`config.mk`:
```
export PLATFORM = sky130hd
export DESIGN_NAME = sdc_config_bank
export DESIGN_NICKNAME = d
export VERILOG_FILES = /design/src/sdc_config_bank.v /design/src/sdc_dio_ctrl.v /design/src/sdc_link_enable.v
export VERILOG_INCLUDE_DIRS = /design/src
export SDC_FILE = /design/constraint.sdc
export NUM_CORES = 1
export LEC_CHECK = 0
export ABC_AREA = 1
export BUFFER_PORTS_ARGS = -buffer_cell sky130_fd_sc_hd__buf_4
export CAP_MARGIN = 30
export CORE_MARGIN = 8
export CORE_UTILIZATION = 49
export CTS_CLUSTER_DIAMETER = 30
export DETAILED_ROUTE_END_ITERATION = 10
export GPL_ROUTABILITY_DRIVEN = 1
export PLACE_DENSITY = 0.81
export REMOVE_ABC_BUFFERS = 1
export SLEW_MARGIN = 20
export SYNTH_ARGS = -nofsm -noshare
export SYNTH_HDL_FRONTEND = slang
export SYNTH_SLANG_ARGS = --single-unit
```
`constraint.sdc`:
```
create_clock -name sys_clk -period 2.8 [get_ports sys_clk]
set_input_delay 0.14 -clock sys_clk [delete_from_list [all_inputs] [get_ports sys_clk]]
set_output_delay 0.14 -clock sys_clk [all_outputs]
set_load 0.02 [all_outputs]
```
`src/sdc_defs.vh`:
```
// Offsets, field positions, reset values and event codes of the
// slave configuration and digital I/O control block.
// Assumes byte offsets as seen by both register ports.
`ifndef SDC_DEFS_VH
`define SDC_DEFS_VH

// Register offsets
`define SDC_OFF_AL_CONTROL   16'h0120
`define SDC_OFF_AL_STATUS    16'h0130
`define SDC_OFF_CTRL_CFG     16'h0141
`define SDC_OFF_INFO         16'h014e
`define SDC_OFF_DIO_CFG      16'h0150
`define SDC_OFF_EVENT_REQ    16'h0220

// Controller configuration fields
`define SDC_CFG_EMUL         0
`define SDC_CFG_LINK_ALL     1
`define SDC_CFG_SYNC_EN      2
`define SDC_CFG_LATCH_EN     3
`define SDC_CFG_PORT_LO      4
`define SDC_CFG_PORT_HI      7
`define SDC_CFG_RESET        8'hf2
// Bits 7:4 and 1 load only on the first EEPROM load
`define SDC_CFG_FIRST_MASK   8'hf2

// Digital I/O configuration fields
`define SDC_DIO_POLARITY     0
`define SDC_DIO_OV_MODE      1
`define SDC_DIO_BIDIR        2
`define SDC_DIO_WD_DEFER     3
`define SDC_DIO_IN_LO        4
`define SDC_DIO_IN_HI        5
`define SDC_DIO_OUT_LO       6
`define SDC_DIO_OUT_HI       7
`define SDC_DIO_RESET        8'h00

// Event selection codes
`define SDC_EV_FRAME         2'b00
`define SDC_EV_LATCH         2'b01
`define SDC_EV_FIRST_SYNC_EVENT         2'b10
`define SDC_EV_SECOND_SYNC_EVENT         2'b11

// Application-layer status writable bits
`define SDC_AL_STATUS_MASK   16'h003f

`endif

```
`src/sdc_config_bank.v`:
```
// Configuration, information and digital I/O configuration registers
// of the slave controller, with application-layer control/status
// handling and the digital I/O timing block.
// Assumes EEPROM data arrives with a one-cycle load pulse and that
// both register ports are synchronous to sys_clk.
// Also assumes pin events arrive as single-cycle pulses from the
// frame and clock logic around it.
`timescale 1ns/1ns
`default_nettype none
`include "sdc_defs.vh"

// Register map, identical from both ports:
//   0x120 application-layer control, written by the fieldbus
//   0x130 application-layer status, host-written unless emulating
//   0x141 controller configuration, read-only
//   0x14e local interface information, read-only
//   0x150 digital I/O configuration, read-only
//   0x220 event request in bit 0, read-only
// Writes to read-only or unmapped offsets are dropped.
// Unmapped reads return zero.
// Information word: bit 3 interface configuration invalid, bit 2
// interface active, bit 1 image loaded, bit 0 acknowledge by write.
// Event request 0 is raised by a fieldbus control write outside emulation and cleared
// by the host's acknowledge, a write or a read as strapped.

// Overview of operation
// Per-port link bits default on, EEPROM later
// Every-port bit overrides per-port bits
// Bit 3 enables clock latch unit
// Bit 2 enables clock sync unit
// Emulation off: host writes status register
// Emulation on: status mirrors control writes
// Link bits load only at first EEPROM
// Info reports config invalid and interface active
// Info bit 1 shows EEPROM loaded
// Info bit 0 shows acknowledge by write
// Host write or read clears event bit
// Output update field picks output event
// Output-valid mode updates at watchdog trigger
// Input sample field picks input event
// Watchdog bit picks immediate or deferred reset
// Direction mode bit forces all bidirectional
// Strobe source and polarity from config
// Every I/O config bit loads from EEPROM
// Config registers read-only from both sides
// Reserved info bits read zero
module sdc_config_bank (
	input  wire        sys_clk,
	input  wire        reset,
	// Fieldbus-side register port
	input  wire [15:0] fb_addr,
	input  wire        fb_wr,
	input  wire        fb_rd,
	input  wire [15:0] fb_wdata,
	output reg  [15:0] fb_rdata,
	// Local host interface register port
	input  wire [15:0] lh_addr,
	input  wire        lh_wr,
	input  wire        lh_rd,
	input  wire [15:0] lh_wdata,
	output reg  [15:0] lh_rdata,
	// Configuration EEPROM load
	input  wire        eeprom_load,
	input  wire [7:0]  eeprom_ctrl_cfg,
	input  wire [7:0]  eeprom_dio_cfg,
	input  wire        ack_by_write_cfg,
	// Local interface health
	input  wire        local_if_config_invalid,
	input  wire        local_if_active,
	// Process data events and pins
	input  wire        end_of_frame,
	input  wire        start_of_frame,
	input  wire        first_sync_event,
	input  wire        second_sync_event,
	input  wire        latch_in,
	input  wire        watchdog_trigger_signal,
	input  wire        watchdog_expired,
	input  wire [7:0]  out_data,
	input  wire [7:0]  pin_dir,
	input  wire [7:0]  dio_in,
	output wire [7:0]  dio_out,
	output wire [7:0]  dio_oe,
	output wire [7:0]  in_data,
	output wire        output_valid_strobe,
	// Unit enables, emulation mode and event request
	output wire [3:0]  port_link_enhanced,
	output wire        dc_latch_unit_enable,
	output wire        dc_sync_unit_enable,
	output wire        device_emulation,
	output wire        al_event_request0
);

	// Register storage
	reg  [7:0]  ctrl_cfg;
	reg  [7:0]  dio_cfg;
	reg         cfg_loaded;
	reg         ack_by_write_enabled;
	reg         strap_taken;
	reg         invalid_q;
	reg         active_q;
	reg  [15:0] al_control;
	reg  [15:0] al_status;
	reg         event_req0;
	// Next-state and read-mux values
	reg  [7:0]  next_ctrl_cfg;
	reg  [15:0] next_fb_rdata;
	reg  [15:0] next_lh_rdata;
	wire [15:0] info;

	// Named views of the link detection fields
	wire [3:0]  cfg_port_bits  = ctrl_cfg[`SDC_CFG_PORT_HI:`SDC_CFG_PORT_LO];
	wire        cfg_every_port = ctrl_cfg[`SDC_CFG_LINK_ALL];

	// Address decodes; both ports see the same offsets
	wire fb_ctl_wr = fb_wr && (fb_addr == `SDC_OFF_AL_CONTROL);
	wire lh_ctl_wr = lh_wr && (lh_addr == `SDC_OFF_AL_CONTROL);
	wire lh_ctl_rd = lh_rd && (lh_addr == `SDC_OFF_AL_CONTROL);
	wire lh_sta_wr = lh_wr && (lh_addr == `SDC_OFF_AL_STATUS);

	// Host acknowledge clears the event request
	// Which host access counts is fixed by the strap at start-up
	wire ack_clear = ack_by_write_enabled ? lh_ctl_wr : lh_ctl_rd;

	// Emulation selects who owns the status register
	// and stops control writes from raising event requests
	assign device_emulation = ctrl_cfg[`SDC_CFG_EMUL];

	// Latch and sync units gated off to save power
	// The units live elsewhere; only their enables leave this block
	assign dc_latch_unit_enable = ctrl_cfg[`SDC_CFG_LATCH_EN];
	assign dc_sync_unit_enable  = ctrl_cfg[`SDC_CFG_SYNC_EN];
	assign al_event_request0    = event_req0;

	// Information word; upper bits are reserved
	// Health flags and the strap are registered, so this is glitch free
	assign info = {12'h000, invalid_q, active_q, cfg_loaded,
		ack_by_write_enabled};

	// EEPROM image merge: link bits kept once the first load is done.
	// A later reload may still retune the clock units and emulation,
	// but never the link detection a running network depends on.
	always @* begin
		next_ctrl_cfg = eeprom_ctrl_cfg;
		if (cfg_loaded) begin
			next_ctrl_cfg = (ctrl_cfg & `SDC_CFG_FIRST_MASK) |
				(eeprom_ctrl_cfg & ~`SDC_CFG_FIRST_MASK);
		end
	end

	// Configuration registers change only through EEPROM loads; bus
	// writes to them are simply not decoded
	// Reset keeps every port's link detection on until an image arrives
	// The loaded flag never drops again until the next reset
	always @(posedge sys_clk or posedge reset) begin
		if (reset) begin
			ctrl_cfg   <= `SDC_CFG_RESET;
			dio_cfg    <= `SDC_DIO_RESET;
			cfg_loaded <= 1'b0;
		end else if (eeprom_load) begin
			ctrl_cfg   <= next_ctrl_cfg;
			dio_cfg    <= eeprom_dio_cfg;
			cfg_loaded <= 1'b1;
		end
	end

	// Acknowledge mode is a strap caught after reset release, never
	// under the asynchronous reset itself
	// Limitation: a changed strap only takes effect after a new reset
	always @(posedge sys_clk or posedge reset) begin
		if (reset) begin
			ack_by_write_enabled <= 1'b0;
			strap_taken          <= 1'b0;
		end else if (!strap_taken) begin
			ack_by_write_enabled <= ack_by_write_cfg;
			strap_taken          <= 1'b1;
		end
	end

	// Health flags registered so readers see a stable value
	// Both are levels from the interface logic, not events
	always @(posedge sys_clk or posedge reset) begin
		if (reset) begin
			invalid_q <= 1'b0;
			active_q  <= 1'b0;
		end else begin
			invalid_q <= local_if_config_invalid;
			active_q  <= local_if_active;
		end
	end

	// Application-layer control written by the fieldbus; the status
	// either mirrors it under emulation or belongs to the host.
	// Reserved status bits are masked so they always read as zero.
	always @(posedge sys_clk or posedge reset) begin
		if (reset) begin
			al_control <= 16'h0000;
			al_status  <= 16'h0001;
		end else begin
			if (fb_ctl_wr) begin
				al_control <= fb_wdata;
			end
			if (device_emulation) begin
				if (fb_ctl_wr) begin
					al_status <= fb_wdata & `SDC_AL_STATUS_MASK;
				end
			end else if (lh_sta_wr) begin
				al_status <= lh_wdata & `SDC_AL_STATUS_MASK;
			end
		end
	end

	// Event request bit: a new fieldbus write wins over a clear in the
	// same cycle so no request is ever lost.
	// Under emulation the control write is mirrored, not announced.
	// The host's clear only lands when no new request arrives with it.
	always @(posedge sys_clk or posedge reset) begin
		if (reset) begin
			event_req0 <= 1'b0;
		end else if (fb_ctl_wr && !device_emulation) begin
			event_req0 <= 1'b1;
		end else if (ack_clear) begin
			event_req0 <= 1'b0;
		end
	end

	// Fieldbus read mux; unmapped offsets return zero
	// so probing software never picks up stale bus values
	always @* begin
		case (fb_addr)
		`SDC_OFF_AL_CONTROL: next_fb_rdata = al_control;
		`SDC_OFF_AL_STATUS:  next_fb_rdata = al_status;
		`SDC_OFF_CTRL_CFG:   next_fb_rdata = {8'h00, ctrl_cfg};
		`SDC_OFF_INFO:       next_fb_rdata = info;
		`SDC_OFF_DIO_CFG:    next_fb_rdata = {8'h00, dio_cfg};
		`SDC_OFF_EVENT_REQ:  next_fb_rdata = {15'h0000, event_req0};
		default:             next_fb_rdata = 16'h0000;
		endcase
	end

	// Local host read mux, the same map as the fieldbus side
	// so both masters always agree on what they see
	always @* begin
		case (lh_addr)
		`SDC_OFF_AL_CONTROL: next_lh_rdata = al_control;
		`SDC_OFF_AL_STATUS:  next_lh_rdata = al_status;
		`SDC_OFF_CTRL_CFG:   next_lh_rdata = {8'h00, ctrl_cfg};
		`SDC_OFF_INFO:       next_lh_rdata = info;
		`SDC_OFF_DIO_CFG:    next_lh_rdata = {8'h00, dio_cfg};
		`SDC_OFF_EVENT_REQ:  next_lh_rdata = {15'h0000, event_req0};
		default:             next_lh_rdata = 16'h0000;
		endcase
	end

	// Fieldbus read data held until the next fieldbus read strobe
	always @(posedge sys_clk or posedge reset) begin
		if (reset) begin
			fb_rdata <= 16'h0000;
		end else if (fb_rd) begin
			fb_rdata <= next_fb_rdata;
		end
	end

	// Host read data held separately so one port never disturbs the
	// value the other is still collecting; both may read every cycle
	// and in any order
	always @(posedge sys_clk or posedge reset) begin
		if (reset) begin
			lh_rdata <= 16'h0000;
		end else if (lh_rd) begin
			lh_rdata <= next_lh_rdata;
		end
	end

	// Link detection enables per port; kept apart so the override
	// stays in one place for every port
	sdc_link_enable u_link (
		.enhanced_link_every_port (cfg_every_port),
		.enhanced_link_port       (cfg_port_bits),
		.port_link_enhanced       (port_link_enhanced)
	);

	// Digital I/O timing driven by the I/O configuration register
	// A reload takes effect at once for pin enables and strobe polarity, and for event choices from the next event onwards
	// The I/O block owns all pin timing; this one only hands it the register
	sdc_dio_ctrl u_dio (
		.sys_clk                 (sys_clk),
		.reset                   (reset),
		.dio_cfg                 (dio_cfg),
		.end_of_frame            (end_of_frame),
		.start_of_frame          (start_of_frame),
		.first_sync_event        (first_sync_event),
		.second_sync_event       (second_sync_event),
		.latch_in                (latch_in),
		.watchdog_trigger_signal (watchdog_trigger_signal),
		.watchdog_expired        (watchdog_expired),
		.out_data                (out_data),
		.pin_dir                 (pin_dir),
		.dio_in                  (dio_in),
		.dio_out                 (dio_out),
		.dio_oe                  (dio_oe),
		.in_data                 (in_data),
		.output_valid_strobe     (output_valid_strobe)
	);

endmodule // sdc_config_bank
`default_nettype wire

```
`src/sdc_dio_ctrl.v`:
```
// Digital I/O process-data timing: output update, input sampling,
// watchdog output reset, pin direction and output-valid strobe.
// Assumes event inputs are one-cycle pulses synchronous to sys_clk.
`timescale 1ns/1ns
`default_nettype none
`include "sdc_defs.vh"
module sdc_dio_ctrl (
	input  wire       sys_clk,
	input  wire       reset,
	input  wire [7:0] dio_cfg,
	input  wire       end_of_frame,
	input  wire       start_of_frame,
	input  wire       first_sync_event,
	input  wire       second_sync_event,
	input  wire       latch_in,
	input  wire       watchdog_trigger_signal,
	input  wire       watchdog_expired,
	input  wire [7:0] out_data,
	input  wire [7:0] pin_dir,
	input  wire [7:0] dio_in,
	output reg  [7:0] dio_out,
	output wire [7:0] dio_oe,
	output reg  [7:0] in_data,
	output reg        output_valid_strobe
);

	reg        latch_prev;
	reg        wd_pending;
	reg        out_event;
	reg        in_event;
	wire [1:0] out_sel = dio_cfg[`SDC_DIO_OUT_HI:`SDC_DIO_OUT_LO];
	wire [1:0] in_sel  = dio_cfg[`SDC_DIO_IN_HI:`SDC_DIO_IN_LO];
	wire       ov_mode = dio_cfg[`SDC_DIO_OV_MODE];
	wire       upd     = ov_mode ? watchdog_trigger_signal : out_event;
	wire       latch_rise = latch_in & ~latch_prev;

	// Output event choice; code 01 gives no event at all
	always @* begin
		case (out_sel)
		`SDC_EV_FRAME: out_event = end_of_frame;
		`SDC_EV_FIRST_SYNC_EVENT: out_event = first_sync_event;
		`SDC_EV_SECOND_SYNC_EVENT: out_event = second_sync_event;
		default:       out_event = 1'b0;
		endcase
	end

	// Input sample choice
	always @* begin
		case (in_sel)
		`SDC_EV_FRAME: in_event = start_of_frame;
		`SDC_EV_LATCH: in_event = latch_rise;
		`SDC_EV_FIRST_SYNC_EVENT: in_event = first_sync_event;
		`SDC_EV_SECOND_SYNC_EVENT: in_event = second_sync_event;
		default:       in_event = 1'b0;
		endcase
	end

	// Output register with watchdog reset; a deferred reset replaces
	// the next update so stale data never reaches the pins
	always @(posedge sys_clk or posedge reset) begin
		if (reset) begin
			dio_out    <= 8'h00;
			wd_pending <= 1'b0;
			in_data    <= 8'h00;
			latch_prev <= 1'b0;
			output_valid_strobe <= 1'b0;
		end else begin
			latch_prev <= latch_in;
			if (watchdog_expired && !dio_cfg[`SDC_DIO_WD_DEFER]) begin
				dio_out    <= 8'h00;
				wd_pending <= 1'b0;
			end else if (upd && (wd_pending || watchdog_expired)) begin
				dio_out    <= 8'h00;
				wd_pending <= 1'b0;
			end else if (upd) begin
				dio_out <= out_data;
			end else if (watchdog_expired) begin
				wd_pending <= 1'b1;
			end
			if (in_event)
				in_data <= dio_in;
			// Strobe source and polarity
			output_valid_strobe <= upd ^ dio_cfg[`SDC_DIO_POLARITY];
		end
	end

	// Bidirectional mode drives every pin and ignores per-pin settings
	assign dio_oe = dio_cfg[`SDC_DIO_BIDIR] ? 8'hff : pin_dir;

endmodule // sdc_dio_ctrl
`default_nettype wire

```
`src/sdc_link_enable.v`:
```
// Per-port enhanced link detection enables.
// Assumes configuration bits come from registers in the parent.
`timescale 1ns/1ns
`default_nettype none
module sdc_link_enable (
	input  wire       enhanced_link_every_port,
	input  wire [3:0] enhanced_link_port,
	output wire [3:0] port_link_enhanced
);

	// Every-port bit overrides each per-port bit
	genvar i;
	generate
		for (i = 0; i < 4; i = i + 1) begin : g_port
			assign port_link_enhanced[i] = enhanced_link_every_port |
				enhanced_link_port[i];
		end
	endgenerate

endmodule // sdc_link_enable
`default_nettype wire

```
* After elaboration in Yosys (flattened, before gate mapping)
Cells that the tools add are included.
** Operators by class
- Multiplexer cells :: 20
- Equality and inequality tests :: 19
- Reduce and logical (&&, ||, !) cells :: 18
- Bitwise gates (word level) :: 8
** Operator list (count)
- 16-bit one-hot mux with 6 select lines :: 2
- 16-bit by 9-bit == test with 1-bit output, second input constant :: 10
- 16-bit 2-to-1 mux :: 3
- 8-bit 2-to-1 mux :: 5
- 16-bit by 10-bit == test with 1-bit output, second input constant :: 2
- 2-bit == test, second input constant :: 4
- 1-bit 2-to-1 mux :: 8
- 8-bit by 4-bit bitwise OR with 8-bit output :: 1
- 1-bit logical AND :: 7
- 3-bit nonzero test :: 2
- 2-bit zero test :: 2
- 1-bit bitwise OR :: 4
- 1-bit one-hot mux with 4 select lines :: 1
- 2-bit AND reduction :: 2
- 2-bit nonzero test :: 2
- 3-bit != test, second input constant :: 1
- 1-bit one-hot mux with 3 select lines :: 1
- 2-bit by 1-bit == test with 1-bit output, second input constant :: 1
- 1-bit zero test :: 2
- 2-bit by 1-bit != test with 1-bit output, second input constant :: 1
- 1-bit AND :: 1
- 1-bit logical OR :: 1
- 1-bit inverter :: 1
- 1-bit XOR :: 1
** Storage, ports and cells
- Bits of input ports :: 121
- Flip-flop bits (word level) :: 105

* Logic depth before layout (Yosys ltp)
- Depth in word-level cells :: 6
- Depth in mapped cells :: 11
- Depth with buffers taken out :: 10

* By module
Synthesis repeated with hierarchy kept, for this count alone.
** Unflattened totals
- Cell total of the unflattened synthesis :: 607
- Area total of the unflattened synthesis :: 4817.1 µm²
** By module, submodules not included
- sdc_config_bank :: instances 1, area an instance 3843.7 µm², cells each 491
- sdc_dio_ctrl :: instances 1, area an instance 937.1 µm², cells each 107
- sdc_link_enable :: instances 1, area an instance 36.3 µm², cells each 9

* Worst setup path after synthesis
Ideal clock, no wire load.
- Path kind :: register -> register
- Start point :: register dio_cfg[4]
- End point :: register u_dio.in_data[0]
- Arrival :: 1150 ps
- Data required time :: 2675 ps
- Stages on the path, launching flop included :: 7
- Setup slack :: 1525 ps
- Path through :: dfrtp_1 -> inv_1 -> nor2_1 -> nand2_1 -> nand2_1 -> nand2_1 -> mux2_2
** Between the ends
- Cells in the longest elaborated chain, start to end :: 2
- Elaborated cells between the ends (all ways) :: 5
- Classes of those cells :: eq/ne: 3; mux: 1; reduce/logical: 1
** RTL lines
- start: declaration :: RTL line sdc_config_bank.v:95 : reg [7:0] dio_cfg;
- start signal: assignment :: RTL line sdc_config_bank.v:157 : dio_cfg <= `SDC_DIO_RESET;
- start signal: assignment :: RTL line sdc_config_bank.v:161 : dio_cfg <= eeprom_dio_cfg;
- 2-bit == test, or another cell as far along :: RTL line sdc_dio_ctrl.v:49 : case (in_sel)
- 1-bit one-hot mux with 4 select lines * :: RTL line sdc_dio_ctrl.v:49
- end signal: assignment :: RTL line sdc_dio_ctrl.v:81 : in_data <= dio_in;
- end: declaration :: RTL line sdc_dio_ctrl.v:23 : output reg [7:0] in_data,
Mark *: on every way between the ends. The rest lies on a longest branch, timed or not.
A chain may end at the register's enable or synchronous reset.

* Final worst setup path
- Start point :: input port fb_addr[7]
- End point :: register al_control[5]
** Between the ends
- Cells in the longest elaborated chain, start to end :: 2
** RTL lines
- start: declaration :: RTL line sdc_config_bank.v:51 : input wire [15:0] fb_addr,
- 16-bit by 9-bit == test with 1-bit output
- 1-bit logical AND :: RTL line sdc_config_bank.v:115 : wire fb_ctl_wr = fb_wr && (fb_addr == `SDC_OFF_AL_CONTROL);
- end signal: assignment :: RTL line sdc_config_bank.v:200 : al_control <= fb_wdata;
- end: declaration :: RTL line sdc_config_bank.v:101 : reg [15:0] al_control;
Every way passes these cells.

==> flow_summary.yaml <==
logic_synthesis:
  synth_xor_area_share_pct: 0.188
  synth-simple-area-share_pct: 32.2
  syn_area_mm2: 0.00467
  syn_inst: 584
  synth.area.top_cells: "dfrtp_1 48%, nand2_1 16%, nand3_1 8.9%, o21ai_0 5.0%, dfstp_2 3.4%"
  syn_avg_cell_area_um2: 7.99
  yosysWarnings: 0
  synth_cell_type_count: 28
  synth_mux_area_share_pct: 3.38
  yosys.area.top_type: "dfrtp_1"
  synth_top_family_by_area: "simple AND/OR/NAND/NOR gates"
  yosys_register_bits: 95
  synth_top_cell_area_share_pct: 47.7
  synth-adder-area-share_pct: 0
  ys_seq_area_share_pct: 51.1
  synth-compound-area-share_pct: 7.05
min_path:
  hold_class: "input port to flop"
routing:
  vias: 4685
  wirelength_um: 14000
  post_drt_wl_per_cell_um: 15.3
  drt_pass1_iterations: 5
  via_per_inst: 5.10
  ant_nets: 0
  drc_errors: 0
  drt_iter0_drc: 330
timing:
  rsz0062_at_grt: "no"
  setup_tns_ns: 0
  setup_viol: 0
  clock_skew_ns: 0.0124
  period_needed_ns: 1.67
  slew_violations: 0
  fmax_ghz: 0.600
  finalCritPeriodShare_pct: 59.5
  slew_headroom_pct: 45.8
  tightest_slew_ns: 0.813
  finalHoldViolCount: 0
floorplanning:
  rows: 35
  die-area_mm2: 0.0129
  die-width_um: 114
  die_h_um: 114
  initial_utilization_pct: 50.5
  ios: 186
  core_mm2: 0.00924
pwr:
  p_clk_share_pct: 31.1
  ir_worst_vdd_uv: 331
  switching_share_pct: 29.3
  power.internal_mw: 2.04
  p_comb_share_pct: 17.8
  pwr-share-seq_pct: 51.1
  leakagePower_nw: 3.54
  p_sw_mw: 0.847
  powerDensity_mw_per_mm2: 438
layout:
  seqCellArea_mm2: 0.00238
  syn2layout_area_growth_pct: 41.2
  n_fill_cell: 690
  final_common_cell: "nand2_1"
  drive_gt1_share_pct: 31.3
  n_antenna_cell: 0
  final_util_pct: 71.3
  mostFrequentLayoutCells: "203 x nand2_1, 179 x buf_4, 89 x dfrtp_1"
  multiInputGateArea_mm2: 0.00200
  final_area_mm2: 0.00659
  final_nets: 906
clock_tree:
  clock_sinks: 95
  tritoncts: "done"
  clk_path_buf_depth: 2
  numCtsBuffers: 9
  insertion_delay_ns: 0.36
  cts-root-buf: "clkbuf_8"
  ctsResizeCount: 0
  htree_levels: 3
  clk_pin_slew_ns: 0.11
worst_setup_path:
  arrival_ns: 1.90
  startpoint_type: "input port"
  end_kind: "flop"
  worstSetupPathType: "input port to flop"
  cp.required_ns: 3.03
  path_max_fanout: 23
global_routing:
  grt_antenna_before_repair: 0
  grt_pass1_vias: 4715
  overflow: 0
  grt_max_degree: 55
  grt_usage_pct: 21.3
  grt_first_pass_wirelength_um: 22400
placed_design:
  io_buffers: 175
  dpl.hpwl_um: 10500
  placed_cell_area_mm2: 0.00608
  gp_congestion: 0.865
status:
  status: "complete, no violations"
flow_run:
  max_cap_viol_count: 0
==> worst max-delay path: stages <==
cell	delay (ns)
buf_4	0.11
nor2_1	0.13
nand3_1	0.13
nor2_4	0.24
nand2_4	0.14
nor2_4	0.28
inv_1	0.44
nand2_1	0.21
o21ai_2	0.07
==> power by group through the flow <==
stage	clock, mW	combinational, mW	sequential (mW)
after global placement	0	0.465	1.50
final	0.899	0.513	1.48
after detailed placement	0	0.482	1.50
after global routing	0.970	0.560	1.48
after CTS	0.908	0.514	1.48
after floorplan	0	0.157	1.55
==> synthesized netlist by cell type, drive strengths merged <==
| cell type | count |
|---|---|
| dfstp | 6 |
| and2 | 2 |
| mux2 | 14 |
| dfrtp | 89 |
| nor2 | 43 |
| o211ai | 1 |
| nand3 | 83 |
| nor3 | 1 |
| nand4 | 2 |
| buf | 12 |
| conb | 1 |
| inv | 42 |
| o21ai | 56 |
| or2 | 12 |
| nand2 | 207 |
| clkbuf | 9 |
| xor2 | 1 |
| a21oi | 3 |
==> registers in the layout (all words and copies together) (netlist names), 6 cells and up <==
register / count
al_control: 16
u_dio.dio_out: 8
ctrl_cfg: 8
fb_rdata: 16
lh_rdata: 16
u_dio.in_data: 8
al_status: 6
dio_cfg: 8
==> layer usage <==
layer / track usage (%) / wire length, um / vias up
met5: 0 / 0 / -
met4: 6.57 / 301 / 0
met1: 24.3 / 5290 / 2179
met2: 36.7 / 7070 / 215
met3: 7.45 / 1380 / 25
li1: - / - / 2266
==> final timing paths <==
check                           slack (ns)          endpoint        start  depth (start not counted)
worst max-delay path                  1.13     al_control[5]   fb_addr[7]                          9
worst min-delay path                 0.003  u_dio.in_data[5]    dio_in[5]                          2
worst max register to register        1.14  u_dio.dio_out[7]   dio_cfg[6]                          8
worst min register to register        0.49       fb_rdata[0]  fb_rdata[0]                          2
max in group asynchronous             1.73      al_status[0]        reset                          4
min in group asynchronous             0.37  u_dio.in_data[3]        reset                          3
==> area by class of cell <==
cell class                 instances  share of cell area (%)
clock inverter                     7                    1.14
clock buffer                       9                    1.88
multi-input combinational        426                    30.4
inverter                          42                    2.43
timing repair buffer             211                    25.5
tap                              129                    2.45
sequential                        95                    36.2
==> metrics by stage <==
step                      power (mW)  worst slack (ns)  std cells  hold slack (ns)
final                           2.89              1.13        919          0.00349
after global routing            3.01             0.972        919          0.00258
after CTS                       2.90              1.13        916          0.00111
after detailed placement        1.98             0.742        872            0.223
after global placement          1.96             0.804        871            0.251
after floorplan                 1.70             0.193        563            0.171
==> cells by family after synthesis <==
family                 count (synthesis)
flip-flops                            95
XOR/XNOR                               1
multiplexers                          14
buffers and inverters                 63
other                                  1
AO/OA/AOI/OAI                         60
AND/OR/NAND/NOR                      350
==> what timing repair did <==
action,CTS,global route
buffers inserted,0,0
setup endpoints to repair,0,0
endpoints found under the hold margin,63,3
hold buffers,28,3
(Power assumes the default switching activity.)
